==> config.mk <==
export PLATFORM = sky130hd
export DESIGN_NAME = sfb_reader
export DESIGN_NICKNAME = d
export VERILOG_FILES = /design/src/sfb_reader.v
export VERILOG_INCLUDE_DIRS = /design/src
export SDC_FILE = /design/constraint.sdc
export NUM_CORES = 1
export LEC_CHECK = 0
export BUFFER_PORTS_ARGS = -buffer_cell sky130_fd_sc_hd__buf_2
export CORE_MARGIN = 2
export CORE_UTILIZATION = 60
export CTS_CLUSTER_SIZE = 8
export DETAILED_ROUTE_END_ITERATION = 12
export PLACE_DENSITY = 0.87
export SLEW_MARGIN = 20
export SYNTH_ARGS = -nofsm -noshare
export SYNTH_HDL_FRONTEND = slang
export SYNTH_SLANG_ARGS = --single-unit
==> constraint.sdc <==
create_clock -name sys_clk -period 9.7 [get_ports sys_clk]
set_input_delay 0.97 -clock sys_clk [delete_from_list [all_inputs] [get_ports sys_clk]]
set_output_delay 0.97 -clock sys_clk [all_outputs]
set_load 0.005 [all_outputs]
==> src/sfb_map.vh <==
// Constants for the serial-flash boot reader
`ifndef SFB_MAP_VH
`define SFB_MAP_VH
// Configuration reset values and minimum clock divider
`define SFB_DIV_RST 5'h1f
`define SFB_WIDE_RST 1'b0
`define SFB_QUICK_RST 1'b0
`define SFB_GAP_RST 4'hf
`define SFB_DIV_MIN 5'h02
// Field positions in the configuration read-back word
`define SFB_CFG_DIV_LSB 0
`define SFB_CFG_WIDE_BIT 5
`define SFB_CFG_QUICK_BIT 6
`define SFB_CFG_GAP_LSB 7
// Flash commands
`define SFB_CMD_READ 8'h03
`define SFB_CMD_QUICK 8'h0b
// Interface owner code that selects this controller
`define SFB_OWNER_BOOT 2'h1
// Access sizes
`define SFB_SIZE_BYTE 2'h0
`define SFB_SIZE_HALF 2'h1
// Bits per data word and per command, each less one; the dummy count is exact
`define SFB_WORD_BITS 6'h1f
`define SFB_BITS_CMD_NARROW 6'h1f
`define SFB_BITS_CMD_WIDE 6'h27
`define SFB_BITS_DUMMY 6'h08
`endif

==> src/sfb_reader.v <==
// Serial-flash boot reader: memory window reads turned into flash reads
`timescale 1ns/1ps
`default_nettype none
`include "sfb_map.vh"

module sfb_reader (
  input wire sys_clk,
  input wire rst,
  input wire clk_en,
  input wire rd_req,
  input wire [27:0] rd_addr,
  input wire [1:0] rd_size,
  output reg rd_ack,
  output reg rd_err,
  output reg [31:0] rd_data,
  input wire wr_req,
  output reg wr_err,
  input wire cfg_wr,
  input wire [4:0] cfg_clk_div,
  input wire cfg_wide_address_enable,
  input wire cfg_quick_read_enable,
  input wire [3:0] cfg_select_idle_gap,
  output reg [10:0] flash_read_config,
  input wire [1:0] si_owner,
  output reg busy,
  input wire manual_pin_enable,
  input wire man_clk,
  input wire man_clk_oe_n,
  input wire man_do,
  input wire man_do_oe_n,
  input wire [3:0] man_select_n,
  input wire [3:0] man_select_oe_n,
  output reg manual_data_in_level,
  output reg flash_clk,
  output reg flash_clk_oe_n,
  output reg flash_do,
  output reg flash_do_oe_n,
  output reg [3:0] flash_select_n,
  output reg [3:0] flash_select_oe_n,
  input wire serial_data_in
);

  localparam [3:0] S_IDLE = 4'h1;
  localparam [3:0] S_SEND = 4'h2;
  localparam [3:0] S_DATA = 4'h4;
  localparam [3:0] S_HOLD = 4'h8;

  reg [3:0] state_q;
  reg [4:0] cfg_div_q;
  reg cfg_wide_q;
  reg cfg_quick_q;
  reg [3:0] cfg_gap_q;
  reg cfg_dirty_q;
  reg [4:0] act_div_q;
  reg act_wide_q;
  reg [4:0] div_cnt_q;
  reg [5:0] bit_cnt_q;
  reg [9:0] gap_cnt_q;
  reg [47:0] tx_q;
  reg [31:0] rx_q;
  reg sclk_q;
  reg cs_on_q;
  reg [1:0] cs_sel_q;
  reg [25:0] fetch_q;
  reg [31:0] buf_q;
  reg [25:0] buf_word_q;
  reg buf_valid_q;

  ////////////////////////////////////////////////////////////////////////////
  // Request decode
  wire owned = (si_owner == `SFB_OWNER_BOOT) && !manual_pin_enable;
  wire [25:0] rd_word = rd_addr[27:2];
  wire unmapped = !cfg_wide_q && (rd_addr[27:26] != 2'h0);
  wire want = rd_req && !rd_ack;
  wire hit = want && buf_valid_q && (buf_word_q == rd_word);
  wire miss = want && !unmapped && !hit;
  wire [1:0] want_sel = cfg_wide_q ? 2'h0 : rd_addr[25:24];
  wire bit_end = (div_cnt_q == act_div_q - 5'h01);
  wire [4:0] half = {1'b0, act_div_q[4:1]};
  wire [31:0] rx_next = {rx_q[30:0], serial_data_in};
  wire [31:0] word_le = {rx_next[7:0], rx_next[15:8], rx_next[23:16], rx_next[31:24]};
  wire [25:0] fetch_inc = fetch_q + 26'h1;
  wire slice_end = act_wide_q ? (fetch_q == 26'h0) : (fetch_q[21:0] == 22'h0);
  wire [4:0] div_use = (cfg_div_q < `SFB_DIV_MIN) ? `SFB_DIV_MIN : cfg_div_q;
  wire [9:0] gap_load = {6'h00, cfg_gap_q} * {5'h00, div_use};
  wire [7:0] cmd = cfg_quick_q ? `SFB_CMD_QUICK : `SFB_CMD_READ;
  wire [5:0] nbits = (cfg_wide_q ? `SFB_BITS_CMD_WIDE : `SFB_BITS_CMD_NARROW)
                     + (cfg_quick_q ? `SFB_BITS_DUMMY : 6'h00);
  wire [47:0] tx_load = cfg_wide_q ? {cmd, 4'h0, rd_addr[27:2], 2'h0, 8'h00}
                                   : {cmd, rd_addr[23:2], 2'h0, 16'h0000};
  wire abort = (state_q != S_IDLE) && (!owned || (miss && rd_word != fetch_q));

  reg [31:0] lane_mask;
  always @*
  begin
    case (rd_size)
      `SFB_SIZE_BYTE: lane_mask = 32'h000000ff << {rd_addr[1:0], 3'h0};
      `SFB_SIZE_HALF: lane_mask = rd_addr[1] ? 32'hffff0000 : 32'h0000ffff;
      default: lane_mask = 32'hffffffff;
    endcase
  end

  ////////////////////////////////////////////////////////////////////////////
  // Configuration register
  always @(posedge sys_clk or posedge rst)
  begin
    if (rst)
    begin
      cfg_div_q <= `SFB_DIV_RST;
      cfg_wide_q <= `SFB_WIDE_RST;
      cfg_quick_q <= `SFB_QUICK_RST;
      cfg_gap_q <= `SFB_GAP_RST;
      flash_read_config <= 11'h000;
    end
    else if (clk_en)
    begin
      if (cfg_wr)
      begin
        cfg_div_q <= cfg_clk_div;
        cfg_wide_q <= cfg_wide_address_enable;
        cfg_quick_q <= cfg_quick_read_enable;
        cfg_gap_q <= cfg_select_idle_gap;
      end
      flash_read_config <= {cfg_gap_q, cfg_quick_q, cfg_wide_q, cfg_div_q};
    end
  end

  ////////////////////////////////////////////////////////////////////////////
  // Sequencer
  always @(posedge sys_clk or posedge rst)
  begin
    if (rst)
    begin
      state_q <= S_IDLE;
      cfg_dirty_q <= 1'b0;
      act_div_q <= `SFB_DIV_RST;
      act_wide_q <= `SFB_WIDE_RST;
      div_cnt_q <= 5'h00;
      bit_cnt_q <= 6'h00;
      gap_cnt_q <= 10'h000;
      tx_q <= 48'h000000000000;
      rx_q <= 32'h00000000;
      sclk_q <= 1'b0;
      cs_on_q <= 1'b0;
      cs_sel_q <= 2'h0;
      fetch_q <= 26'h0000000;
      buf_q <= 32'h00000000;
      buf_word_q <= 26'h0000000;
      buf_valid_q <= 1'b0;
      rd_ack <= 1'b0;
      rd_err <= 1'b0;
      rd_data <= 32'h00000000;
      wr_err <= 1'b0;
      busy <= 1'b0;
    end
    else if (clk_en)
    begin
      rd_ack <= 1'b0;
      rd_err <= 1'b0;
      wr_err <= wr_req;
      busy <= (state_q != S_IDLE);
      if (gap_cnt_q != 10'h000)
        gap_cnt_q <= gap_cnt_q - 10'h001;
      if (cfg_wr)
        cfg_dirty_q <= 1'b1;
      if (want && unmapped)
      begin
        rd_ack <= 1'b1;
        rd_err <= 1'b1;
        rd_data <= 32'h00000000;
      end
      else if (hit)
      begin
        rd_ack <= 1'b1;
        rd_data <= buf_q & lane_mask;
      end
      if (cfg_wr || !owned)
        buf_valid_q <= 1'b0;
      else if (hit)
        buf_valid_q <= 1'b0;
      if (abort || (state_q == S_HOLD && (cfg_dirty_q || slice_end)))
      begin
        state_q <= S_IDLE;
        cs_on_q <= 1'b0;
        sclk_q <= 1'b0;
        gap_cnt_q <= gap_load;
      end
      else
      begin
        case (state_q)
          S_IDLE:
          begin
            if (miss && owned && gap_cnt_q == 10'h000)
            begin
              state_q <= S_SEND;
              cfg_dirty_q <= cfg_wr;
              act_div_q <= div_use;
              act_wide_q <= cfg_wide_q;
              cs_sel_q <= want_sel;
              cs_on_q <= 1'b1;
              tx_q <= tx_load;
              bit_cnt_q <= nbits;
              div_cnt_q <= 5'h00;
              sclk_q <= 1'b0;
              fetch_q <= rd_word;
            end
          end
          S_SEND, S_DATA:
          begin
            if (bit_end)
            begin
              div_cnt_q <= 5'h00;
              sclk_q <= 1'b0;
              tx_q <= {tx_q[46:0], 1'b0};
              bit_cnt_q <= bit_cnt_q - 6'h01;
              if (state_q == S_DATA)
                rx_q <= rx_next;
              if (bit_cnt_q == 6'h00)
              begin
                if (state_q == S_SEND)
                begin
                  state_q <= S_DATA;
                  bit_cnt_q <= `SFB_WORD_BITS;
                end
                else
                begin
                  state_q <= S_HOLD;
                  buf_q <= word_le;
                  buf_word_q <= fetch_q;
                  buf_valid_q <= !cfg_wr;
                  fetch_q <= fetch_inc;
                end
              end
            end
            else
            begin
              div_cnt_q <= div_cnt_q + 5'h01;
              if (div_cnt_q + 5'h01 == half)
                sclk_q <= 1'b1;
            end
          end
          S_HOLD:
          begin
            if (!buf_valid_q || hit || (want && rd_word == fetch_q))
            begin
              state_q <= S_DATA;
              bit_cnt_q <= `SFB_WORD_BITS;
              div_cnt_q <= 5'h00;
              if (want && rd_word == fetch_q)
                buf_valid_q <= 1'b0;
            end
          end
          default:
          begin
            state_q <= S_IDLE;
            cs_on_q <= 1'b0;
          end
        endcase
      end
    end
  end

  ////////////////////////////////////////////////////////////////////////////
  // Pin drivers
  always @(posedge sys_clk or posedge rst)
  begin
    if (rst)
    begin
      flash_clk <= 1'b0;
      flash_clk_oe_n <= 1'b1;
      flash_do <= 1'b0;
      flash_do_oe_n <= 1'b1;
      flash_select_n <= 4'hf;
      flash_select_oe_n <= 4'hf;
      manual_data_in_level <= 1'b0;
    end
    else if (clk_en)
    begin
      manual_data_in_level <= serial_data_in;
      if (manual_pin_enable)
      begin
        flash_clk <= man_clk;
        flash_clk_oe_n <= man_clk_oe_n;
        flash_do <= man_do;
        flash_do_oe_n <= man_do_oe_n;
        flash_select_n <= man_select_n;
        flash_select_oe_n <= man_select_oe_n;
      end
      else if (owned)
      begin
        flash_clk <= sclk_q;
        flash_clk_oe_n <= 1'b0;
        flash_do <= tx_q[47];
        flash_do_oe_n <= 1'b0;
        flash_select_n <= ~({3'h0, cs_on_q} << cs_sel_q);
        flash_select_oe_n <= 4'h0;
      end
      else
      begin
        flash_clk <= 1'b0;
        flash_clk_oe_n <= 1'b1;
        flash_do <= 1'b0;
        flash_do_oe_n <= 1'b1;
        flash_select_n <= 4'hf;
        flash_select_oe_n <= 4'hf;
      end
    end
  end

endmodule // sfb_reader
`default_nettype wire

### After elaboration in Yosys (flattened, before gate mapping)

Cells that the tools add are included.
W data, S select, Z words.

* register bits after elaboration: 271
* input bits: 63
* output and inout port bits: 60
* logic and storage cells: 198

* add/subtract/negate cells: 6
* $mul: 1
* $lt $le $gt $ge: 1
* eq/ne operators: 23
* shifts and indexed selects: 2
* mux-type cells: 73
* bitwise logic cells: 4
* reductions and logical operators: 55

Operators by type and width (count)
* $mux W26: 4
* $mux W32: 3
* $mux W48: 2
* $pmux W48 S2: 1
* $pmux W32 S2: 1
* $eq A26 B26 Y1: 2
* $pmux W26 S2: 1
* $mux W4: 12
* $mux W40: 1
* $mux W6: 6
* $and A32 B32 Y32: 1
* $shl A8 B5 Y32 const A: 1
* $mux W1: 29
* $add A26 B1 Y26 const B: 1
* $logic_not A26 Y1: 1
* $ne A26 B26 Y1: 1
* $logic_not A22 Y1: 1
* $mux W10: 2
* $mux W5: 4
* $reduce_and A5 Y1: 4
* $pmux W6 S3: 1
* $pmux W5 S3: 1
* $logic_and A1 B1 Y1: 14
* $pmux W4 S3: 1
* 40 further kinds: 70

### Longest topological paths before layout

* word-level depth: 12
* gate-level depth with buffers: 16
* depth with buffers taken out: 16

### Worst setup path before layout

No wires, ideal clock.

* kind: register to register
* from: register cfg_div_q[4]
* to: register gap_cnt_q[8]
* library setup time: 0.121 ns
* arrival time: 3.639 ns
* data required time: 9.579 ns
* path slack: 5.940 ns
* stages on the path, launching flop included: 17
* buffers on the path: 0
* period minus slack after synthesis: 3.760 ns
* cell sequence: dfstp_2 -> nor3_1 -> or2_2 -> and2_1 -> fa_1 -> inv_1 -> fa_1 -> inv_1 -> ha_1 -> nor2b_1 -> o21ai_0 -> nand2b_1 -> a21o_1 -> a21oi_1 -> xor2_1 -> o21ai_0 -> a22o_1

* word-level cells in the longest chain between the ends: 4

Ends and longest elaborated chain
* from (decl): RTL line sfb_reader.v:49 `reg [4:0] cfg_div_q;`
* from (signal assigned): RTL line sfb_reader.v:109 `` cfg_div_q <= `SFB_DIV_RST; ``
* from (signal assigned): RTL line sfb_reader.v:119 `cfg_div_q <= cfg_clk_div;`
* $lt A5 B2 Y1 (no source line)
* $mux W5 *: RTL line sfb_reader.v:84 `` wire [4:0] div_use = (cfg_div_q < `SFB_DIV_MIN) ? `SFB_DIV_MIN : cfg_div_q; ``
* $mul A4 B5 Y9 *: RTL line sfb_reader.v:85 `wire [9:0] gap_load = {6'h00, cfg_gap_q} * {5'h00, div_use};`
* $mux W10 *: RTL line sfb_reader.v:181 `if (abort || (state_q == S_HOLD && (cfg_dirty_q || slice_end)))`
* to (signal assigned): RTL line sfb_reader.v:163 `gap_cnt_q <= gap_cnt_q - 10'h001;`
* to (signal assigned): RTL line sfb_reader.v:186 `gap_cnt_q <= gap_load;`
* to (decl): RTL line sfb_reader.v:58 `reg [9:0] gap_cnt_q;`

Every way passes the cells marked *; elsewhere a longest branch is shown, timed or not.
A chain may end at the register's enable or synchronous reset.

### Final worst setup path

* from: input rd_addr[12]
* to: register buf_word_q[25]

* word-level cells in the longest chain between the ends: 10
* elaborated cells on any way between the ends: 11
* those cells by class: 2 x eq/ne; 1 x bitwise; 8 x reduce/logical

Ends and longest elaborated chain
* from (decl): RTL line sfb_reader.v:11 `input wire [27:0] rd_addr,`
* $eq A26 B26 Y1: RTL line sfb_reader.v:75 `wire hit = want && buf_valid_q && (buf_word_q == rd_word);`
* $logic_and A1 B1 Y1: RTL line sfb_reader.v:75
* $logic_not A1 Y1: RTL line sfb_reader.v:76 `wire miss = want && !unmapped && !hit;`
* $logic_and A1 B1 Y1: RTL line sfb_reader.v:76
* $logic_and A1 B1 Y1 *: RTL line sfb_reader.v:91 `wire abort = (state_q != S_IDLE) && (!owned || (miss && rd_word != fetch_q));`
* $logic_or A1 B1 Y1 *: RTL line sfb_reader.v:91
* $logic_and A1 B1 Y1 *: RTL line sfb_reader.v:91
* $logic_or A1 B1 Y1 *: RTL line sfb_reader.v:181
* $not A1 Y1 (no source line) *
* $reduce_and A6 Y1 (no source line) *
* to (signal assigned): RTL line sfb_reader.v:229 `buf_word_q <= fetch_q;`
* to (decl): RTL line sfb_reader.v:66 `reg [25:0] buf_word_q;`

Marked as above.

==> qor.yml <==
grt:
  grt_pass1_vias: 10500
  gr-total-overflow: 0
  antenna_found_initial: 1
  grt_max_degree: 120
  grt_pass1_wl_um: 56600
  groute.usage.overall: 0.299
logic_synthesis:
  synthCells: 1264
  synth_fa_ha_area_frac: 0.0286
  synth_compound_area_frac: 0.143
  yosys-top-cells-area: "dfrtp_1 44%, mux2_4 6.5%, mux2_2 5.0%, dfstp_2 4.9%, o21ai_0 3.7%"
  synth_cell_types: 64
  synth_edf_count: 0
  syn_area_per_cell_um2: 10.6
  syn_area_um2: 13400
  synth_ff_type: "dfrtp_1"
  synth-xor-area-share: 0.0432
  synth-async-reset-ratio: 1.00
  synth_top_family_by_area: "compound AO/OA/AOI/OAI gates"
  yosysSeqAreaShare: 0.491
  synth_top_area_cell: "dfrtp_1"
  synth_top_area_frac: 0.442
  synth_nets: 1354
  synth_mux_area_frac: 0.131
  ys_ff_latch: 261
  yosys_warnings: 0
  yosys.area_share.simple: 0.130
setup_path:
  endpoint_kind: "flip-flop"
  critPathKind: "primary input to flip-flop"
  startpoint_type: "primary input"
  cp_data_arrival_time_ns: 4.86
  cp_max_fo: 32
  critPathRequiredTime_ns: 10.11
sta:
  tightest_slew_ns: 1.09
  max_freq_mhz: 225
  fin_skew_ns: 0.0220
  slew_violations: 0
  maxSlewHeadroom: 0.276
  final_hold_viol_count: 0
  tns_ns: 0
  setup_viol: 0
  final.min_clock_period_ns: 4.45
  rsz0062_at_grt: "false"
  fin_crit_sh: 0.458
clocking:
  path_clk_slew_ns: 0.05
  cts_hold_buf: 0
  cts_made_buffers: 38
  clk_latency_ns: 0.54
  htree_num_levels: 2
  clockRootBuffer: "clkbuf_16"
  cts_sinks: 261
  cts_max_path_buffers: 3
  post-cts-setup-buffer-count: 0
  ctsResizeCount: 0
  cts_tree: "yes"
floorplanning:
  die_h_um: 153
  rows: 54
  design.core.area_um2: 21800
  top_level_ports: 123
  dieArea_um2: 23500
  die_w_um: 153
  start_util: 0.613
min_path:
  hp-class: "flip-flop to flip-flop"
cells_and_area:
  instances_no_fill: 1665
  drive_above_1_share: 0.245
  mostFrequentLayoutCells: "236 x dfrtp_1, 122 x buf_2, 114 x nand2_1"
  insertedDiodeCount: 0
  layout_commonest_cell: "dfrtp_1"
  num-nets-final: 1455
  syn2layout_area_growth_pct: 14.2
routing:
  routed_wl_um: 35000
  drt-initial-drc-count: 1056
  num_vias: 10500
  wl_per_cell_um: 21.0
  dr.pass1.iters: 5
  vias_per_cell: 6.28
  antenna_left: 0
  drc: 0
placed_design:
  place.gp.congestion: 1.01
  place_hpwl_um: 23000
  port_buffers: 122
  dpl.cell_count: 1604
power:
  ir_drop_uv: 176
  leakagePower_uw: 0.00735
  power_density_nw_per_um2: 223
  power_uw: 3410
job:
  drv_cap: 0
status:
  status: "finished clean"
[cell type report]
class	count	area (um2)
flip-flops and latches	261	6560
fillers	1498	6560
multi-input cells	896	6390
clock buffers	57	1020
repair buffers	134	717
well taps	280	350
inverters	34	135
clock inverters	3	90.1
[where the power goes]
part | switching (uW) | internal [uW] | leakage [uW]
clock network | 499 | 732 | 0.000525
registers | 217 | 1270 | 0.00335
logic | 401 | 288 | 0.00347
total | 1120 | 2290 | 0.00735
[synthesized netlist by cell type (6+ instances only)]
library cell and instances:
dfrtp_1 236, nand2_1 115, o21ai_0 100, a21oi_1 98
nor2_1 67, clkbuf_1 61, mux2_2 59, mux2_4 58
xor2_1 37, a22o_1 36, inv_1 33, nor3_1 33
xnor2_1 29, dfstp_2 25, nand3_1 23, ha_1 21
mux2i_1 21, and2_1 19, and3_1 18, nand4_1 18
nor4_1 14, a21o_1 13, or3_1 11, o22ai_1 10
nand2b_1 9, nor2b_1 8, buf_6 7, fa_1 6
nor3b_1 6
[worst max-delay path: stages]
cell and delay, ns:
buf_2 0.15, xor2_1 0.15, nor4_1 0.38, nand2_1 0.14, or4_4 0.61, o2bb2ai_2 0.28, or4_1 0.64, buf_4 0.30
nand2b_4 0.52, buf_12 0.36, mux2_4 0.32
[kinds of logic after synthesis]
| logic type | after synthesis |
|---|---|
| flip-flops | 261 |
| AND/OR/NAND/NOR | 355 |
| AO/OA/AOI/OAI | 310 |
| multiplexers | 138 |
| adder cells (fa/ha/maj) | 27 |
| buffers and inverters | 107 |
| XOR/XNOR | 66 |
[registers in the layout (all words and copies together), names as in the netlist, 6 cells and up]
signal             flops
tx_q                  38
gap_cnt_q             10
buf_word_q            26
fetch_q               26
flash_read_config     11
rd_data               32
bit_cnt_q              6
rx_q                  31
buf_q                 32
[final timing paths]
kind                                        start                          to  slack [ns]  depth (start not counted)
hold / removal                   busy$_DFFE_PP0P_            busy$_DFFE_PP0P_        0.47                          1
hold reg to reg                  busy$_DFFE_PP0P_            busy$_DFFE_PP0P_        0.47                          1
setup reg to reg           fetch_q[0]$_DFFE_PP0P_  buf_word_q[25]$_DFFE_PP0P_        5.36                         12
max in group asynchronous                     rst        tx_q[19]$_DFFE_PP0P_        7.76                          3
min in group asynchronous                     rst        rx_q[18]$_DFFE_PP0P_        0.57                          2
setup / recovery                      rd_addr[12]  buf_word_q[25]$_DFFE_PP0P_        5.25                         11
[per-stage QoR]
stage	hold slack, ns	cell area, um2	utilization	worst slack [ns]
finish	0.472	15300	0.700	5.25
CTS	0.474	15200	0.698	5.17
global placement	0.458	14100	0.647	4.80
detailed placement	0.463	14100	0.647	4.67
global route	0.495	15300	0.700	5.15
floorplan	0.450	13400	-	1.59
[per-layer routing]
| layer | part of all wire | vias to the layer above | track usage |
|---|---|---|---|
| li1 | - | 4694 | - |
| met1 | 0.42 | 5135 | 0.417 |
| met2 | 0.45 | 521 | 0.461 |
| met3 | 0.086 | 110 | 0.0652 |
| met4 | 0.037 | 2 | 0.115 |
| met5 | 0.00046 | - | 0 |
Note: power is estimated with default switching activity, not from simulation.
